$ cat config.mk
export PLATFORM = sky130hd
export DESIGN_NAME = fp_context_control_regs
export DESIGN_NICKNAME = d
export VERILOG_FILES = /design/src/pkg/fp_ctx_pkg.sv /design/src/design/fp_context_control_regs.sv
export SDC_FILE = /design/constraint.sdc
export NUM_CORES = 1
export LEC_CHECK = 0
export BUFFER_PORTS_ARGS = -buffer_cell sky130_fd_sc_hd__buf_2
export CORE_AREA = 2 2 102 104
export DETAILED_ROUTE_END_ITERATION = 8
export DIE_AREA = 0 0 104 106
export HOLD_SLACK_MARGIN = 0.12
export PLACE_DENSITY = 0.84
export SLEW_MARGIN = 20
export SYNTH_ARGS = -nofsm -noshare
export SYNTH_HDL_FRONTEND = slang
export SYNTH_SLANG_ARGS = --single-unit
$ cat constraint.sdc
create_clock -name mclk -period 5.8 [get_ports mclk]
set_input_delay 0.29 -clock mclk [delete_from_list [all_inputs] [get_ports mclk]]
set_output_delay 0.29 -clock mclk [all_outputs]
set_load 0.05 [all_outputs]
$ cat src/pkg/fp_ctx_pkg.sv
// package: addresses, field positions, reset values and carriers for the fp context registers
package fp_ctx_pkg;

	// ----------------------------------------
	// addresses
	// ----------------------------------------
	localparam logic [31:0] ctx_ctrl_addr = 32'he000ef34;
	localparam logic [31:0] ctx_ctrl_ns_addr = 32'he002ef34;
	localparam logic [31:0] dflt_addr = 32'he000ef3c;
	localparam logic [31:0] dflt_ns_addr = 32'he002ef3c;

	// ----------------------------------------
	// context control field positions
	// ----------------------------------------
	localparam int treat_as_secure_pos = 26;
	localparam int usage_fault_pos = 10;
	localparam int stack_limit_pos = 9;
	localparam int debug_monitor_pos = 8;
	localparam int secure_fault_pos = 7;
	localparam int bus_fault_pos = 6;
	localparam int memmanage_pos = 5;
	localparam int hard_fault_pos = 4;
	localparam int thread_pos = 3;
	localparam int ctx_secure_pos = 2;
	localparam int user_pos = 1;
	localparam int lazy_active_pos = 0;

	// ----------------------------------------
	// default status control field positions
	// ----------------------------------------
	localparam int alt_half_pos = 26;
	localparam int default_nan_pos = 25;
	localparam int flush_pos = 24;
	localparam int rounding_select_lo_pos = 22;
	localparam logic [31:0] dflt_mask = 32'h07c0_0000;

	// ----------------------------------------
	// reset values
	// ----------------------------------------
	localparam logic treat_as_secure_rst = 1'b0;
	localparam logic ctx_secure_rst = 1'b1;
	localparam logic lazy_active_rst = 1'b0;
	localparam logic [4:0] dflt_rst = 5'h00;
	// bits with unknown reset are held at zero here
	localparam logic captured_rst = 1'b0;

	// ----------------------------------------
	// types
	// ----------------------------------------
	typedef enum logic [1:0] {
		round_nearest = 2'b00,
		round_plus_inf = 2'b01,
		round_minus_inf = 2'b10,
		round_zero = 2'b11
	} rounding_select_e;

	// snapshot taken when the fp stack frame is allocated
	typedef struct packed {
		logic usage_fault_pend_capable;
		logic debug_monitor_pend_capable;
		logic secure_fault_pend_capable;
		logic bus_fault_pend_capable;
		logic memmanage_pend_capable;
		logic hard_fault_pend_capable;
		logic thread_mode;
		logic unprivileged;
		logic stack_limit_violation;
	} frame_capture_s;

	typedef struct packed {
		logic alt_half_precision;
		logic default_nan_enable;
		logic flush_denormal_enable;
		rounding_select_e rounding_select;
	} fp_defaults_s;

	typedef enum logic [1:0] {
		acc_idle = 2'b00,
		acc_done = 2'b01,
		acc_fault = 2'b10
	} access_state_e;

endpackage : fp_ctx_pkg

$ cat src/design/fp_context_control_regs.sv
// fp context control, default status control and fp status/control access rules
//
// What this block does
// treat-as-secure zero: fp registers non-secure, callee-saved registers never pushed.
// treat-as-secure reads zero from non-secure, ignores writes, warm reset clears it.
// bit 10 captures usage-fault pend capability, banked, unknown reset.
// stack limit violation skips lazy memory accesses but secure state still zeroed.
// bit 8 debug-monitor capability, unbanked, hidden from non-secure when monitor secure.
// bit 7 secure-fault capability, secure view only, non-secure reads zero.
// bits 6 and 4 hidden from non-secure unless faults target non-secure.
// bit 5 memmanage capability, banked per security state, unknown reset.
// bit 3 captures thread mode, banked, has no effect on exceptions.
// bit 2 context security updated on lazy activation or fp instruction, resets one.
// bit 1 captures unprivileged, banked, unknown reset.
// bit 0 lazy preservation active, banked, clears on warm reset.
// default register values copied into fp status/control on new context.
// default fields at 26, 25, 24, 23:22, reset zero, others zero.
// default register at the documented address, 32-bit read/write, banked.
// unprivileged non-debugger access faults; only privileged or debugger word accesses are served.
// non-secure alias readable by secure software only, else zero.
// fp status/control unbanked; unprivileged reads zero, writes ignored.
// fp status/control write effects visible only to later instructions.
// rounding encodings: nearest, plus infinity, minus infinity, zero.
// context control register at its documented 32-bit address.
// context control bits 25 to 11 read zero and ignore writes.
`timescale 1ns/10ps
module fp_context_control_regs
	import fp_ctx_pkg::*;
#(
	parameter int addr_width = 32
) (
	// clock and reset
	input wire logic mclk,
	input wire logic rstn,
	// memory-mapped register port
	input wire logic req,
	input wire logic write,
	input wire logic [addr_width-1:0] addr,
	input wire logic [1:0] size,
	input wire logic [31:0] wdata,
	input wire logic req_secure,
	input wire logic req_privileged,
	input wire logic req_debugger,
	output logic [31:0] rdata,
	output logic ack,
	output logic bus_fault,
	// special register port for fp status/control
	input wire logic sr_req,
	input wire logic sr_write,
	input wire logic sr_privileged,
	input wire logic [31:0] sr_wdata,
	output logic [31:0] sr_rdata,
	// system controls
	input wire logic secure_debug_monitor_enable,
	input wire logic faults_target_nonsecure,
	// core events
	input wire logic frame_alloc,
	input wire logic frame_secure,
	input wire frame_capture_s frame_info,
	input wire logic lazy_activate,
	input wire logic lazy_done,
	input wire logic fp_instr,
	input wire logic cur_secure,
	input wire logic new_context,
	input wire logic new_context_secure,
	input wire logic [31:0] fpu_status_next,
	input wire logic fpu_status_update,
	// derived outputs
	output logic fp_regs_secure,
	output logic push_callee_fp,
	output logic lazy_skip_memory,
	output logic lazy_zero_regs,
	output logic [31:0] fp_status_and_control
);

	initial begin
		if (addr_width != 32) $error("addr_width must be 32");
	end

	// ----------------------------------------
	// state
	// ----------------------------------------
	logic treat_as_secure;
	logic ctx_secure;
	logic debug_monitor_pend_capable;
	logic secure_fault_pend_capable;
	logic bus_fault_pend_capable;
	logic hard_fault_pend_capable;
	logic [1:0] usage_fault_pend_capable;
	logic [1:0] stack_limit_violation;
	logic [1:0] memmanage_pend_capable;
	logic [1:0] thread_mode;
	logic [1:0] unprivileged;
	logic [1:0] lazy_preserve_active;
	fp_defaults_s fp_default_status_control [2];
	access_state_e acc_state;

	// index 1 is the secure bank, 0 the non-secure
	function automatic logic [31:0] ctx_view(input logic bank, input logic sec_caller);
		logic [31:0] v;
		v = 32'h0000_0000;
		v[usage_fault_pos] = usage_fault_pend_capable[bank];
		v[stack_limit_pos] = stack_limit_violation[bank];
		v[memmanage_pos] = memmanage_pend_capable[bank];
		v[thread_pos] = thread_mode[bank];
		v[user_pos] = unprivileged[bank];
		v[lazy_active_pos] = lazy_preserve_active[bank];
		v[debug_monitor_pos] = (sec_caller || !secure_debug_monitor_enable) && debug_monitor_pend_capable;
		v[bus_fault_pos] = (sec_caller || faults_target_nonsecure) && bus_fault_pend_capable;
		v[hard_fault_pos] = (sec_caller || faults_target_nonsecure) && hard_fault_pend_capable;
		if (sec_caller) begin
			v[treat_as_secure_pos] = treat_as_secure;
			v[secure_fault_pos] = secure_fault_pend_capable;
			v[ctx_secure_pos] = ctx_secure;
		end
		return v; // bits 25..11 stay zero, see
	endfunction : ctx_view

	function automatic logic [31:0] dflt_view(input fp_defaults_s d);
		return {5'h00, d, 22'h000000} & dflt_mask;
	endfunction : dflt_view

	// ----------------------------------------
	// address decode
	// ----------------------------------------
	logic hit_ctx, hit_ctx_ns, hit_dflt, hit_dflt_ns;
	logic alias_ok, word_ok, priv_fault, do_write;
	logic wr_ctx, wr_dflt, sel_bank, nonsec_wr;

	assign hit_ctx = (addr == ctx_ctrl_addr);
	assign hit_ctx_ns = (addr == ctx_ctrl_ns_addr);
	assign hit_dflt = (addr == dflt_addr);
	assign hit_dflt_ns = (addr == dflt_ns_addr);
	// aliases exist only for secure software, debugger sees zero
	assign alias_ok = req_secure && !req_debugger;
	assign word_ok = (size == 2'h2);
	// a debugger access is never treated as unprivileged
	assign priv_fault = req && !req_privileged && !req_debugger &&
		(hit_ctx || hit_ctx_ns || hit_dflt || hit_dflt_ns);
	assign do_write = req && write && !priv_fault && word_ok;
	assign wr_ctx = do_write && (hit_ctx || (hit_ctx_ns && alias_ok));
	assign wr_dflt = do_write && (hit_dflt || (hit_dflt_ns && alias_ok));
	assign sel_bank = (hit_ctx || hit_dflt) ? req_secure : 1'b0;
	assign nonsec_wr = !(req_secure && (hit_ctx || hit_dflt));

	// ----------------------------------------
	// bus answer, one cycle after request
	// ----------------------------------------
	always_ff @(posedge mclk or negedge rstn) begin
		if (!rstn) begin
			acc_state <= acc_idle;
			rdata <= 32'h0000_0000;
		end else begin
			case (acc_state)
				acc_idle, acc_done, acc_fault: begin
					if (priv_fault) begin
						acc_state <= acc_fault;
						rdata <= 32'h0000_0000;
					end else if (req) begin
						acc_state <= acc_done;
						if (write || !word_ok) rdata <= 32'h0000_0000;
						else if (hit_ctx) rdata <= ctx_view(req_secure, req_secure);
						else if (hit_dflt) rdata <= dflt_view(fp_default_status_control[req_secure]);
						else if (hit_ctx_ns && alias_ok) rdata <= ctx_view(1'b0, 1'b0);
						else if (hit_dflt_ns && alias_ok) rdata <= dflt_view(fp_default_status_control[0]);
						else rdata <= 32'h0000_0000;
					end else begin
						acc_state <= acc_idle;
					end
				end
				default: acc_state <= acc_idle;
			endcase
		end
	end

	assign ack = (acc_state != acc_idle);
	assign bus_fault = (acc_state == acc_fault);

	// ----------------------------------------
	// unbanked secure-side bits
	// ----------------------------------------
	// frame capture beats a same-cycle write, so software cannot mask a capture
	always_ff @(posedge mclk or negedge rstn) begin
		if (!rstn) begin
			treat_as_secure <= treat_as_secure_rst;
			secure_fault_pend_capable <= captured_rst;
			debug_monitor_pend_capable <= captured_rst;
			bus_fault_pend_capable <= captured_rst;
			hard_fault_pend_capable <= captured_rst;
		end else if (frame_alloc) begin
			secure_fault_pend_capable <= frame_info.secure_fault_pend_capable;
			debug_monitor_pend_capable <= frame_info.debug_monitor_pend_capable;
			bus_fault_pend_capable <= frame_info.bus_fault_pend_capable;
			hard_fault_pend_capable <= frame_info.hard_fault_pend_capable;
		end else if (wr_ctx) begin
			if (!nonsec_wr) begin
				treat_as_secure <= wdata[treat_as_secure_pos];
				secure_fault_pend_capable <= wdata[secure_fault_pos];
			end
			if (!nonsec_wr || !secure_debug_monitor_enable)
				debug_monitor_pend_capable <= wdata[debug_monitor_pos];
			if (!nonsec_wr || faults_target_nonsecure) begin
				bus_fault_pend_capable <= wdata[bus_fault_pos];
				hard_fault_pend_capable <= wdata[hard_fault_pos];
			end
		end
	end

	// ----------------------------------------
	// context security flag
	// ----------------------------------------
	always_ff @(posedge mclk or negedge rstn) begin
		if (!rstn) ctx_secure <= ctx_secure_rst;
		else if (lazy_activate || fp_instr) ctx_secure <= cur_secure;
		else if (wr_ctx && !nonsec_wr) ctx_secure <= wdata[ctx_secure_pos];
	end

	// ----------------------------------------
	// banked capture bits
	// ----------------------------------------
	for (genvar b = 0; b < 2; b++) begin : g_bank
		always_ff @(posedge mclk or negedge rstn) begin
			if (!rstn) begin
				usage_fault_pend_capable[b] <= captured_rst;
				stack_limit_violation[b] <= captured_rst;
				memmanage_pend_capable[b] <= captured_rst;
				thread_mode[b] <= captured_rst;
				unprivileged[b] <= captured_rst;
			end else if (frame_alloc && frame_secure == b[0]) begin
				usage_fault_pend_capable[b] <= frame_info.usage_fault_pend_capable;
				stack_limit_violation[b] <= frame_info.stack_limit_violation;
				memmanage_pend_capable[b] <= frame_info.memmanage_pend_capable;
				thread_mode[b] <= frame_info.thread_mode;
				unprivileged[b] <= frame_info.unprivileged;
			end else if (wr_ctx && sel_bank == b[0]) begin
				usage_fault_pend_capable[b] <= wdata[usage_fault_pos];
				stack_limit_violation[b] <= wdata[stack_limit_pos];
				memmanage_pend_capable[b] <= wdata[memmanage_pos];
				thread_mode[b] <= wdata[thread_pos];
				unprivileged[b] <= wdata[user_pos];
			end
		end

		// hardware set/clear wins over a software write
		always_ff @(posedge mclk or negedge rstn) begin
			if (!rstn) lazy_preserve_active[b] <= lazy_active_rst;
			else if (lazy_activate && frame_secure == b[0]) lazy_preserve_active[b] <= 1'b1;
			else if (lazy_done && frame_secure == b[0]) lazy_preserve_active[b] <= 1'b0;
			else if (wr_ctx && sel_bank == b[0]) lazy_preserve_active[b] <= wdata[lazy_active_pos];
		end

		always_ff @(posedge mclk or negedge rstn) begin
			if (!rstn) fp_default_status_control[b] <= fp_defaults_s'(dflt_rst);
			else if (wr_dflt && sel_bank == b[0])
				fp_default_status_control[b] <= fp_defaults_s'(wdata[flush_pos+2:rounding_select_lo_pos]);
		end
	end

	// ----------------------------------------
	// fp status and control
	// ----------------------------------------
	// single unbanked copy; a write lands at the edge so only later instructions see it
	always_ff @(posedge mclk or negedge rstn) begin
		if (!rstn) fp_status_and_control <= 32'h0000_0000;
		else if (new_context)
			fp_status_and_control <= dflt_view(fp_default_status_control[new_context_secure]);
		else if (sr_req && sr_write && sr_privileged) fp_status_and_control <= sr_wdata;
		else if (fpu_status_update) fp_status_and_control <= fpu_status_next;
	end

	assign sr_rdata = (sr_req && sr_privileged) ? fp_status_and_control : 32'h0000_0000;

	// ----------------------------------------
	// lazy preservation steering
	// ----------------------------------------
	assign fp_regs_secure = cur_secure && treat_as_secure;
	assign push_callee_fp = fp_regs_secure;
	assign lazy_skip_memory = stack_limit_violation[ctx_secure];
	assign lazy_zero_regs = ctx_secure && treat_as_secure;

	// ----------------------------------------
	// checks
	// ----------------------------------------
	no_push_clear_a: assert property (@(posedge mclk) disable iff (!rstn)
		!treat_as_secure |-> !push_callee_fp && !fp_regs_secure) else $error("callee push while not secure");
	tas_ns_wi_a: assert property (@(posedge mclk) disable iff (!rstn)
		(wr_ctx && nonsec_wr) |=> $stable(treat_as_secure)) else $error("treat-as-secure changed by non-secure write");
	sf_ns_raz_a: assert property (@(posedge mclk) disable iff (!rstn)
		(req && !write && hit_ctx && !req_secure && !priv_fault && word_ok)
		|=> rdata[secure_fault_pos] == 1'b0 && rdata[treat_as_secure_pos] == 1'b0) else $error("secure bit leaked");
	bf_hidden_a: assert property (@(posedge mclk) disable iff (!rstn)
		(req && !write && hit_ctx && !req_secure && !faults_target_nonsecure && !priv_fault && word_ok)
		|=> rdata[bus_fault_pos] == 1'b0 && rdata[hard_fault_pos] == 1'b0) else $error("fault bits leaked");
	ctx_sec_upd_a: assert property (@(posedge mclk) disable iff (!rstn)
		fp_instr |=> ctx_secure == $past(cur_secure)) else $error("context security not updated");
	lazy_set_a: assert property (@(posedge mclk) disable iff (!rstn)
		(lazy_activate && frame_secure) |=> lazy_preserve_active[1]) else $error("lazy flag not set");
	unpriv_fault_a: assert property (@(posedge mclk) disable iff (!rstn)
		(req && !req_privileged && !req_debugger && hit_dflt) |=> bus_fault && ack) else $error("no bus fault");
	alias_ns_zero_a: assert property (@(posedge mclk) disable iff (!rstn)
		(req && !write && hit_dflt_ns && !req_secure) |=> rdata == 32'h0000_0000) else $error("alias visible");
	newctx_copy_a: assert property (@(posedge mclk) disable iff (!rstn)
		(new_context && !new_context_secure) |=> fp_status_and_control[31:27] == 5'h00 &&
		fp_status_and_control[21:0] == 22'h000000) else $error("default copy wrong");
	sr_unpriv_a: assert property (@(posedge mclk) disable iff (!rstn)
		(sr_req && !sr_privileged) |-> sr_rdata == 32'h0000_0000) else $error("unprivileged read");

	// read views are sampled the cycle after the request is taken
	dm_ns_hidden_a: assert property (@(posedge mclk) disable iff (!rstn)
		(req && !write && hit_ctx && !req_secure && secure_debug_monitor_enable && !priv_fault && word_ok)
		|=> rdata[debug_monitor_pos] == 1'b0) else $error("monitor bit leaked");
	ctx_sec_hidden_a: assert property (@(posedge mclk) disable iff (!rstn)
		(req && !write && hit_ctx && !req_secure && !priv_fault && word_ok)
		|=> rdata[ctx_secure_pos] == 1'b0) else $error("context security bit leaked");
	ctx_rsvd_zero_a: assert property (@(posedge mclk) disable iff (!rstn)
		(req && !write && (hit_ctx || hit_ctx_ns))
		|=> rdata[treat_as_secure_pos-1:usage_fault_pos+1] == 15'h0000) else $error("reserved bits set");
	dflt_rsvd_zero_a: assert property (@(posedge mclk) disable iff (!rstn)
		(req && !write && (hit_dflt || hit_dflt_ns))
		|=> (rdata & ~dflt_mask) == 32'h0000_0000) else $error("default reserved bits set");
	alias_dbg_zero_a: assert property (@(posedge mclk) disable iff (!rstn)
		(req && !write && hit_dflt_ns && req_debugger)
		|=> rdata == 32'h0000_0000) else $error("alias visible to debugger");
	lazy_clr_a: assert property (@(posedge mclk) disable iff (!rstn)
		(lazy_done && !lazy_activate && frame_secure)
		|=> !lazy_preserve_active[1]) else $error("lazy flag not cleared");
	mm_capture_a: assert property (@(posedge mclk) disable iff (!rstn)
		(frame_alloc && frame_secure)
		|=> memmanage_pend_capable[1] == $past(frame_info.memmanage_pend_capable)) else $error("capture missed");
	bank_apart_a: assert property (@(posedge mclk) disable iff (!rstn)
		(frame_alloc && frame_secure && !wr_ctx)
		|=> $stable(usage_fault_pend_capable[0])) else $error("other bank disturbed");
	sr_unpriv_wi_a: assert property (@(posedge mclk) disable iff (!rstn)
		(sr_req && sr_write && !sr_privileged && !new_context && !fpu_status_update)
		|=> $stable(fp_status_and_control)) else $error("unprivileged write landed");
	sr_next_edge_a: assert property (@(posedge mclk) disable iff (!rstn)
		(sr_req && sr_write && sr_privileged && !new_context)
		|=> fp_status_and_control == $past(sr_wdata)) else $error("status write not visible");
	ack_answer_a: assert property (@(posedge mclk) disable iff (!rstn)
		req |=> ack) else $error("access not answered");

endmodule : fp_context_control_regs

-- Word-level counts from Yosys, hierarchy flattened
Cells that the tools add are included.
- register bits: 94
- input bits: 160
- order comparisons: 4
- equality and inequality tests: 7
- multiplexer cells: 78
- bitwise gates (word level): 5
- reductions and logical operators: 70
- operator list (operator ; number):
    32-bit 2-to-1 mux ; 6
    27-bit 2-to-1 mux ; 5
    32-bit equality test (second input constant) ; 4
    1-bit 2-to-1 mux ; 59
    1-bit logical AND ; 34
    5-bit 2-to-1 mux ; 6
    2-bit nonzero test ; 9
    1-bit logical OR ; 12
    3-bit nonzero test ; 3
    2-bit AND reduction ; 4
    1-bit logical NOT ; 5
    2-bit equality test (second input constant) ; 2
    2-bit greater-or-equal comparator (second input constant) ; 2
    1-bit by 2-bit < comparator with 1-bit output (second input constant) ; 2
    2-bit 2-to-1 mux ; 2
    1-bit inverter with 2-bit output ; 2
    1-bit inverter ; 3
    3-bit AND reduction ; 1
    3-bit OR reduction ; 1
    2-bit by 1-bit equality test with 1-bit output (second input constant) ; 1
    2-bit logical NOT ; 1

-- Depth between registers and ports, before layout
Gate-level depths: netlist of the first run.
- depth after elaboration: 13
- gate-level depth with buffers: 7

-- Worst setup path before layout of the first run
No wires, ideal clock.
- path type: input to register
- from: input port addr[6]
- to: register lazy_preserve_active[1]
- library setup time: 0.121 ns
- arrival time: 2.076 ns
- slack: 3.602 ns
- stages: 7
- path buffers: 2
- cells stage by stage: nand4bb_1 > or4_1 > buf_6 > nor4_1 > buf_4 > mux2_1 > a22o_1
- word-level cells in the longest chain between the ends: 11
- elaborated cells on any way between the ends: 18
- RTL lines (item ; RTL line ; source):
    start, declared ; fp_context_control_regs.sv:38 ; input wire logic [addr_width-1:0] addr,
    32-bit equality test, on equally long branches ; fp_context_control_regs.sv:130, fp_context_control_regs.sv:131 ;
    1-bit logical OR (3 in series) ; fp_context_control_regs.sv:139 ; (hit_ctx || hit_ctx_ns || hit_dflt || hit_dflt_ns);
    1-bit logical AND ; fp_context_control_regs.sv:138 ; assign priv_fault = req && !req_privileged && !req_debugger &&
    1-bit logical NOT ; fp_context_control_regs.sv:140 ; assign do_write = req && write && !priv_fault && word_ok;
    1-bit logical AND (2 in series) ; fp_context_control_regs.sv:140 ;
    1-bit logical AND ; fp_context_control_regs.sv:141 ; assign wr_ctx = do_write && (hit_ctx || (hit_ctx_ns && alias_ok));
    1-bit logical AND (*) ; fp_context_control_regs.sv:249 ; else if (wr_ctx && sel_bank == b[0]) lazy_preserve_active[b] <= wdata[lazy_active_pos];
    3-bit nonzero test (no source line) (*) ; -- ;
    end signal, assigned by index ; fp_context_control_regs.sv:246 ; if (!rstn) lazy_preserve_active[b] <= lazy_active_rst;
    end signal, assigned by index ; fp_context_control_regs.sv:249 ;
    end, declared ; fp_context_control_regs.sv:94 ; logic [1:0] lazy_preserve_active;
Mark *: on every way between the ends. The rest lies on a longest branch, timed or not.
A chain may end at the register's enable or synchronous reset.

-- Final worst setup path of the first run
- from: register acc_state[0]
- to: register rdata[6]
- word-level cells in the longest chain between the ends: 3
- elaborated cells on any way between the ends: 5
- RTL lines (item ; RTL line ; source):
    start, declared ; fp_context_control_regs.sv:96 ; access_state_e acc_state;
    start signal, assigned ; fp_context_control_regs.sv:151 ; acc_state <= acc_idle;
    start signal, assigned ; fp_context_control_regs.sv:157 ; acc_state <= acc_fault;
    start signal, assigned ; fp_context_control_regs.sv:160 ; acc_state <= acc_done;
    2-bit equality test (tied with other cells) ; fp_context_control_regs.sv:154 ; case (acc_state)
    3-bit OR reduction (*) ; fp_context_control_regs.sv:154 ;
    2-bit AND reduction (no source line) (*) ; -- ;
    end signal, assigned ; fp_context_control_regs.sv:162 ; else if (hit_ctx) rdata <= ctx_view(req_secure, req_secure);
    end signal, assigned ; fp_context_control_regs.sv:163 ; else if (hit_dflt) rdata <= dflt_view(fp_default_status_control[req_secure]);
    end signal, assigned ; fp_context_control_regs.sv:164 ; else if (hit_ctx_ns && alias_ok) rdata <= ctx_view(1'b0, 1'b0);
    end, declared ; fp_context_control_regs.sv:44 ; output logic [31:0] rdata,
Marked as above.

==> results.toml, run 1 <==
[finish]
layout.nets = 832
area_growth_pct = 31.4
final_cells = 814
drive_gt1_share_pct = 39.3

[cts]
clk_latency_ps = 350
clockBufferDepth = 2
cts_resized = 0
h-tree-depth = 3
cts_setup_buffers = 0
cts_buffers = 9
clkSlewWorstSetupHoldPaths_ps = 80
cts_tree = "built"
hold_buffers = 2
cts_root_buf = "clkbuf_8"
clock_sinks = 78

[floorplan]
std_cell_rows = 37
pin_count = 262
die_x_um = 104
dieArea_um2 = 11000
initial_core_util_pct = 44.2
design.core.area_um2 = 10000
die_h_um = 106

[placed_design]
dpl_worst_slack_ps = 3300
dpl.cell_count = 795
place_congestion = 0.846
hpwl_um = 9720
port_buffers = 229

[routing]
drc = 0
via_per_inst = 5.20
num_vias = 4235
avgRoutedWirePerCell_um = 15.8
dr.pass1.iters = 4
ant_nets = 0
initialDrtViolationCount = 161
wl_um = 12800

[grt]
grt_pass1_wl_um = 20700
grt.overflow.total = 0
track_usage_pct = 23.2
grt_max_degree = 79
grt_pass1_vias = 4230
grt_antenna_before_repair = 1

[setup_path]
r2r_cells = 5
critPathCaptureType = "flip-flop"
path_max_fanout = 18
required_ps = 6090
arrival_ps = 2570
crit_path_end = "rdata[6]"
start_kind = "flip-flop"
critPathKind = "flip-flop to flip-flop"
r2r_start = "acc_state[0]"
startpoint = "acc_state[0]"
reg2reg_slack_ps = 3510
r2r-end = "rdata[6]"

[power_and_ir_drop]
power_w = 0.00137
power_per_cell_area_nw_per_um2 = 236
peakVddDrop_v = 0.000123
p_leak_nw = 3.09

[sta]
slew_viol_final = 0
max_slew_margin_pct = 34.7
min_period_ps = 2290
hold_viol = 0
fin_skew_ps = 7.82
fmax_ghz = 0.437
period_share_pct = 39.4
setup_ws_ps = 3510
grt_setup_unrepaired = "no"
setup_viol_count_final = 0
tns_ps = 0
worstMarginPinSlew_ps = 980

[synth]
netlist_area_um2 = 4420
syn_inst = 462
synth_cell_types = 49
synth_top_area_share_pct = 43.6
yosys.area.top_type = "dfrtp_1"
netlist_top_cells_count = "dfrtp_1, mux2i_1, nor2_1, nand2_1, and3_1"
synth_area_leaders = "dfrtp_1, mux2i_1, a211oi_1"
ys.flop_type = "dfrtp_1"
synth_edf_count = 0
ys_seq_area_share_pct = 44.2
ys_warn_count = 0
yosys_register_bits = 78
post-synth-top-count-cell = "dfrtp_1"
avgSynthCellArea_um2 = 9.56
async_reset_ff_share_pct = 100

[hold_path]
hold_path_depth = 3
hold_path.class = "primary input to flip-flop"

[flow_run]
maxCapViolCount = 0

[run_status]
status = "completed"
cell families after synthesis:
logic type | Yosys count | synth area share, %
AO/OA/AOI/OAI | 104 | 15.2
buffers and inverters | 56 | 6.52
other | 1 | 0.0849
multiplexers | 66 | 15.3
AND/OR/NAND/NOR | 157 | 18.6
flip-flops | 78 | 44.2
cells in the final DEF (no fill, tap or decap), types with 3 or more instances in the layout:
master,count
inv_1,7
nor2b_1,5
conb_1,16
nor2_1,52
mux2i_1,53
dfrtp_1,77
mux2_2,11
a22oi_1,4
and2_1,3
nand2_1,33
nand2b_1,10
buf_2,228
o21a_1,6
o21ai_1,5
and3_1,32
clkbuf_8,10
a211oi_1,27
a21oi_1,26
nor4_1,3
o21ai_0,22
a22o_1,5
final cells by class:
cell class                 count  area, um^2
clock buffer                  10         138
antenna                        1        2.50
fill                         896        4190
inverter                       7        26.3
sequential                    78        1950
tap                          136         170
clock inverter                 6        85.1
multi-input combinational    343        2240
timing repair buffer         233        1190
per-stage QoR:
| stage | hold WS, ps | area, um^2 | utilization, % |
|---|---|---|---|
| final | 156 | 5810 | 58.1 |
| after detailed placement | 464 | 5560 | 55.6 |
| after floorplan | -5.59 | 4470 | - |
| after global routing | 146 | 5800 | 58.0 |
| after CTS | 134 | 5800 | 58.0 |
| after global placement | 458 | 5560 | 55.6 |
worst min-delay path by stage:
stage / startpoint / end / slack, ps
final: frame_info[5] / bus_fault_pend_capable / 160
after global routing: frame_info[3] / hard_fault_pend_capable / 150
after CTS: frame_info[5] / bus_fault_pend_capable / 130
after detailed placement: rdata[26] / rdata[26] / 460
after global placement: rdata[3] / rdata[3] / 460
after floorplan: rstn / acc_state[0] / -6
worst max-delay path: stages, from the launching register on:
cell and delay, ps:
dfrtp_1 400, a21bo_2 350, nor4_1 550, or4b_1 560, nor2_1 200, a22o_1 160
metal layers:
layer  global-route usage, %  share of wire, %  wire, um  vias up
met3                    5.33               6.7       861       20
met2                    41.6                52      6640      161
met4                    9.07               2.2       282        0
met1                    27.0                39      5060     2010
li1                        -                 -         -     2044
met5                       0                 0         0        -
report_power, final:
group          internal [W]  switching [W]
clock              0.000252       0.000204
combinational      0.000102       0.000215
sequential         0.000574      0.0000219
state kept, by name, indices dropped and copies added, names as in the netlist, 2 cells and up:
name,count
acc_state,2
usage_fault_pend_capable,2
unprivileged,2
rdata,16
lazy_preserve_active,2
stack_limit_violation,2
thread_mode,2
memmanage_pend_capable,2
fp_default_status_control,10
fp_status_and_control,32
Power figures use the tool's default switching activity.
==> inputs of run 2 (changes only) <==
- CORE_AREA: 2 2 102 104 -> default
- CORE_ASPECT_RATIO: default -> 1.25
- CORE_UTILIZATION: default -> 40
- DIE_AREA: 0 0 104 106 -> default
- PLACE_DENSITY: 0.84 -> 0.8
- clock period: 5.8 -> 2.1 ns (I/O delays scaled with it)
==> run 2 against run 1 <==
Critical endpoint unchanged; sequential power grew to 2.8 times the previous value; critical path type unchanged; sequential share of layout area is 4.5 points lower; critical path depth is 1 higher.
==> results.toml, run 2 (synthesized netlist as in run 1, its figures left out) <==
[cts]
cts_buffers = 9
clkSlewWorstSetupHoldPaths_ps = 60
clockBufferDepth = 2
cts_tree = "built"
cts_root_buf = "clkbuf_16"
h-tree-depth = 3
clk_latency_ps = 340
clock_sinks = 78

[floorplan]
std_cell_rows = 42
pin_count = 262
design.core.area_um2 = 10700
die_h_um = 119
initial_core_util_pct = 41.4
dieArea_um2 = 11500
die_x_um = 96.0

[power_and_ir_drop]
power_per_cell_area_nw_per_um2 = 617
p_leak_nw = 3.50
peakVddDrop_v = 0.000357

[setup_path]
arrival_ps = 2260
start_kind = "flip-flop"
path_max_fanout = 4
startpoint = "acc_state[0]"
required_ps = 2370
critPathKind = "flip-flop to flip-flop"
r2r_start = "acc_state[0]"
critPathCaptureType = "flip-flop"

[finish]
drive_gt1_share_pct = 37.7
largest_reg_flops = 32
area_growth_pct = 51.5
final_common_cell = "buf_2"
most-common-layout-cells = "buf_2, dfrtp_1, dlygate4sd3_1"
regMostFlops = "fp_status_and_control"
top_regs = "fp_status_and_control x32, rdata x16, fp_default_status_control x10"
design_area_um2 = 6690
layout.nets = 914

[sta]
grt_setup_unrepaired = "no"
tns_ps = 0
worstMarginPinSlew_ps = 683
period_share_pct = 94.3
slew_viol_final = 0
fmax_ghz = 0.505
min_period_ps = 1980
setup_viol_count_final = 0
hold_viol = 0
fin_skew_ps = 10.2
max_slew_margin_pct = 54.4

[placed_design]
place_congestion = 0.814
port_buffers = 229
hpwl_um = 10500
place_area_um2 = 5700

[grt]
track_usage_pct = 25.9
grt_pass1_wl_um = 22300
grt_max_degree = 42
grt.overflow.total = 0
grt_antenna_before_repair = 8
grt_pass1_vias = 4699

[routing]
ant_nets = 0
drc = 0
num_vias = 4667
dr.pass1.iters = 4
initialDrtViolationCount = 152
avgRoutedWirePerCell_um = 16.8
via_per_inst = 5.21
wl_um = 15000

[flow_run]
maxCapViolCount = 0

[run_status]
status = "completed"

[hold_path]
hold_path.class = "primary input to flip-flop"
hold_start = "fpu_status_next[31]"
-- run 2: area by class of cell --
cell class | count | area (um^2)
diodes | 5 | 12.5
flip-flops and latches | 78 | 1950
repair buffers | 315 | 1990
well taps | 132 | 165
clock inverters | 7 | 57.6
clock buffers | 9 | 225
fillers | 864 | 3980
inverters | 7 | 26.3
multi-input cells | 343 | 2260
-- run 2: power breakdown --
part           switching (W)  internal [W]  leakage (nW)
Clock               0.000647      0.000814         0.134
Combinational       0.000636      0.000378          2.35
Sequential         0.0000650       0.00159          1.02
-- run 2: worst max-delay path, stage by stage, from the launching register on --
cell	delay, ps
dfrtp_1	400
a21bo_2	230
nor4_2	250
buf_4	160
or4b_1	530
nor2_1	190
a22o_1	150
-- run 2: stage by stage --
stage	hold slack (ps)	power [W]	cells	utilization [%]	setup WS, ps
after floorplan	-191	0.00226	477	-	87.5
final	125	0.00413	896	62.7	119
after CTS	121	0.00412	890	62.3	87.3
after global placement	128	0.00254	807	53.4	56.2
after detailed placement	126	0.00257	807	53.4	36.7
after global routing	125	0.00430	893	62.7	0.502
-- run 2: worst paths after layout --
check,endpoint,slack (ps),cells after the start
setup / recovery,rdata[6],120,6
hold / removal,fp_status_and_control[31],120,3
setup reg to reg,rdata[6],120,6
hold reg to reg,rdata[5],470,2
max in group asynchronous,fp_status_and_control[7],1110,3
min in group asynchronous,fp_status_and_control[15],320,2
-- run 2: repair_timing --
item / in CTS / in global routing
buffers inserted: 0 / 1
gates resized for setup: 0 / 4
hold endpoints to repair: 95 / 0
hold buffers: 67 / 0
endpoints found under the setup margin: 0 / 3
-- run 2: routing by layer --
metal	vias to the layer above	global-route usage, %	part of all wire, %
li1	2214	-	-
met1	2177	25.6	36
met2	232	47.2	52
met3	38	9.45	8.9
met4	6	10.4	2.4
met5	-	0	0.26
==> inputs of run 3 (changes only) <==
- clock period: 2.1 -> 1.6 ns (I/O delays scaled with it)
==> run 3 against run 2 <==
The flow now finishes with violations (negative setup slack); global-route usage is 2.8 points higher; register-to-register slack worse by 290 ps; combinational power is 45% higher; count of clock-buffer cells in the layout is 1 higher; via count is 5.9% higher; clock power is 64% higher; first-iteration DRC count is 3.3% lower; cell area is 9.9% higher; sequential share of layout area is 2.6 points lower; highest routed layer unchanged.
==> results.toml, run 3 (synthesized netlist as in run 1, its figures left out) <==
[power_and_ir_drop]
p_leak_nw = 3.83
comb_power_share_pct = 24.2
peakVddDrop_v = 0.000657
power_per_cell_area_nw_per_um2 = 820
p_clk_share_pct = 39.7
switchingPower_w = 0.00179
intPower_w = 0.00424
p_seq_share_pct = 36.1
p_sw_share_pct = 29.7

[routing]
ant_nets = 0
initialDrtViolationCount = 147
num_vias = 4943
avgRoutedWirePerCell_um = 17.8
via_per_inst = 5.29
dr.pass1.iters = 4
wl_um = 16600
drc = 0

[cts]
clock_sinks = 78
cts_buffers = 9
cts_root_buf = "clkbuf_16"
cts_tree = "built"
h-tree-depth = 3
clkSlewWorstSetupHoldPaths_ps = 60
clk_latency_ps = 330
clockBufferDepth = 2

[floorplan]
die_x_um = 96.0
dieArea_um2 = 11500
std_cell_rows = 42
initial_core_util_pct = 41.4
design.core.area_um2 = 10700
die_h_um = 119
pin_count = 262

[sta]
setup_viol_count_final = 22
slew_viol_final = 0
worstMarginPinSlew_ps = 691
hold_viol = 0
min_period_ps = 1770
timing.hold.ws_ps = 132
setup_ws_ps = -172
grt_setup_unrepaired = "yes"
fmax_ghz = 0.564
fin_skew_ps = 10.9
max_slew_margin_pct = 53.8
period_share_pct = 111

[grt]
grt_max_degree = 50
grt_antenna_before_repair = 9
grt_pass1_vias = 5094
grt_pass1_wl_um = 24900
grt.overflow.total = 0
track_usage_pct = 28.7

[hold_path]
hold_path.class = "primary input to flip-flop"
hold_path_depth = 3

[flow_run]
maxCapViolCount = 0

[setup_path]
cp_num_cells = 5
slowest_stage = "or4b_4"
r2r_cells = 5
start_kind = "flip-flop"
arrival_ps = 2040
crit_family = "simple AND/OR/NAND/NOR gates"
crit_buf_inv = 0
critPathKind = "flip-flop to flip-flop"
path_cells = "a21bo_2 > nor4_4 > or4b_4 > nor2_4 > a22o_1"
critPathCaptureType = "flip-flop"
critical_path.max_stage_delay_ps = 540
startpoint = "acc_state[1]"
r2r-end = "rdata[4]"
path_max_fanout = 3
r2r_start = "acc_state[1]"
required_ps = 1870
reg2reg_slack_ps = -170
crit_path_end = "rdata[4]"

[placed_design]
hpwl_um = 10800
dpl_worst_slack_ps = -425
place_congestion = 0.908
place_area_um2 = 5900
port_buffers = 229
dpl.cell_count = 825

[finish]
most-common-layout-cells = "buf_2, dlygate4sd3_1, dfrtp_1"
top_regs = "fp_status_and_control x32, rdata x16, fp_default_status_control x10"
largest_reg_flops = 32
final_common_cell = "buf_2"
regMostFlops = "fp_status_and_control"
post-route-util_pct = 68.9
layout.nets = 951
drive_gt1_share_pct = 42.2
design_area_um2 = 7350
final_cells = 934
area_growth_pct = 66.5

[run_status]
violations = "negative setup slack"
status = "finished, violations left"
run 3: how the worst min path moves through the flow:
| stage | start | end | slack [ps] |
|---|---|---|---|
| CTS | req_debugger | acc_state[1] | 120 |
| global placement | rstn | fp_status_and_control[31] | -90 |
| floorplan | rstn | acc_state[0] | -220 |
| detailed placement | rstn | fp_status_and_control[31] | -90 |
| finish | fpu_status_next[27] | fp_status_and_control[27] | 130 |
| global route | fpu_status_next[5] | fp_status_and_control[5] | 130 |
run 3: power groups by stage:
stage          sequential (W)  combinational, W  clock (W)
4_1_cts               0.00217           0.00138    0.00240
5_1_grt               0.00219           0.00156    0.00252
6_report              0.00218           0.00146    0.00239
3_3_place_gp          0.00219           0.00118          0
2_1_floorplan         0.00240          0.000585          0
3_5_place_dp          0.00220           0.00121          0
run 3: cell type report:
class	count	area, um^2
diodes	6	15.0
clock buffers	10	239
repair buffers	352	2360
clock inverters	6	115
inverters	7	26.3
multi-input cells	343	2480
well taps	132	165
flip-flops and latches	78	1950
fillers	775	3310
run 3: worst register-to-register path, stage by stage, from the launching register on:
cell and delay (ps):
dfrtp_1 380, a21bo_2 240, nor4_4 300, or4b_4 540
nor2_4 120, a22o_1 130
run 3: metrics by stage:
step / power (W) / TNS (ps)
2_1_floorplan: 0.00298 / -5000
3_3_place_gp: 0.00338 / -12880
3_5_place_dp: 0.00341 / -13580
4_1_cts: 0.00595 / -834
5_1_grt: 0.00627 / -3240
6_report: 0.00603 / -1620
run 3: timing repair:
| item | CTS | global route |
|---|---|---|
| hold buffers | 81 | 0 |
| pin swaps | 12 | 21 |
| setup endpoints to repair | 28 | 42 |
| endpoints found under the hold margin | 135 | 0 |
| resized for setup | 21 | 40 |
| buffers inserted | 1 | 5 |
run 3: routing by layer:
| metal | vias to the layer above | track usage (%) | share of wire (%) |
|---|---|---|---|
| li1 | 2283 | - | - |
| met4 | 6 | 10.8 | 4.1 |
| met2 | 239 | 53.2 | 53 |
| met1 | 2356 | 28.8 | 34 |
| met5 | - | 0 | 0.26 |
| met3 | 59 | 9.13 | 8.7 |
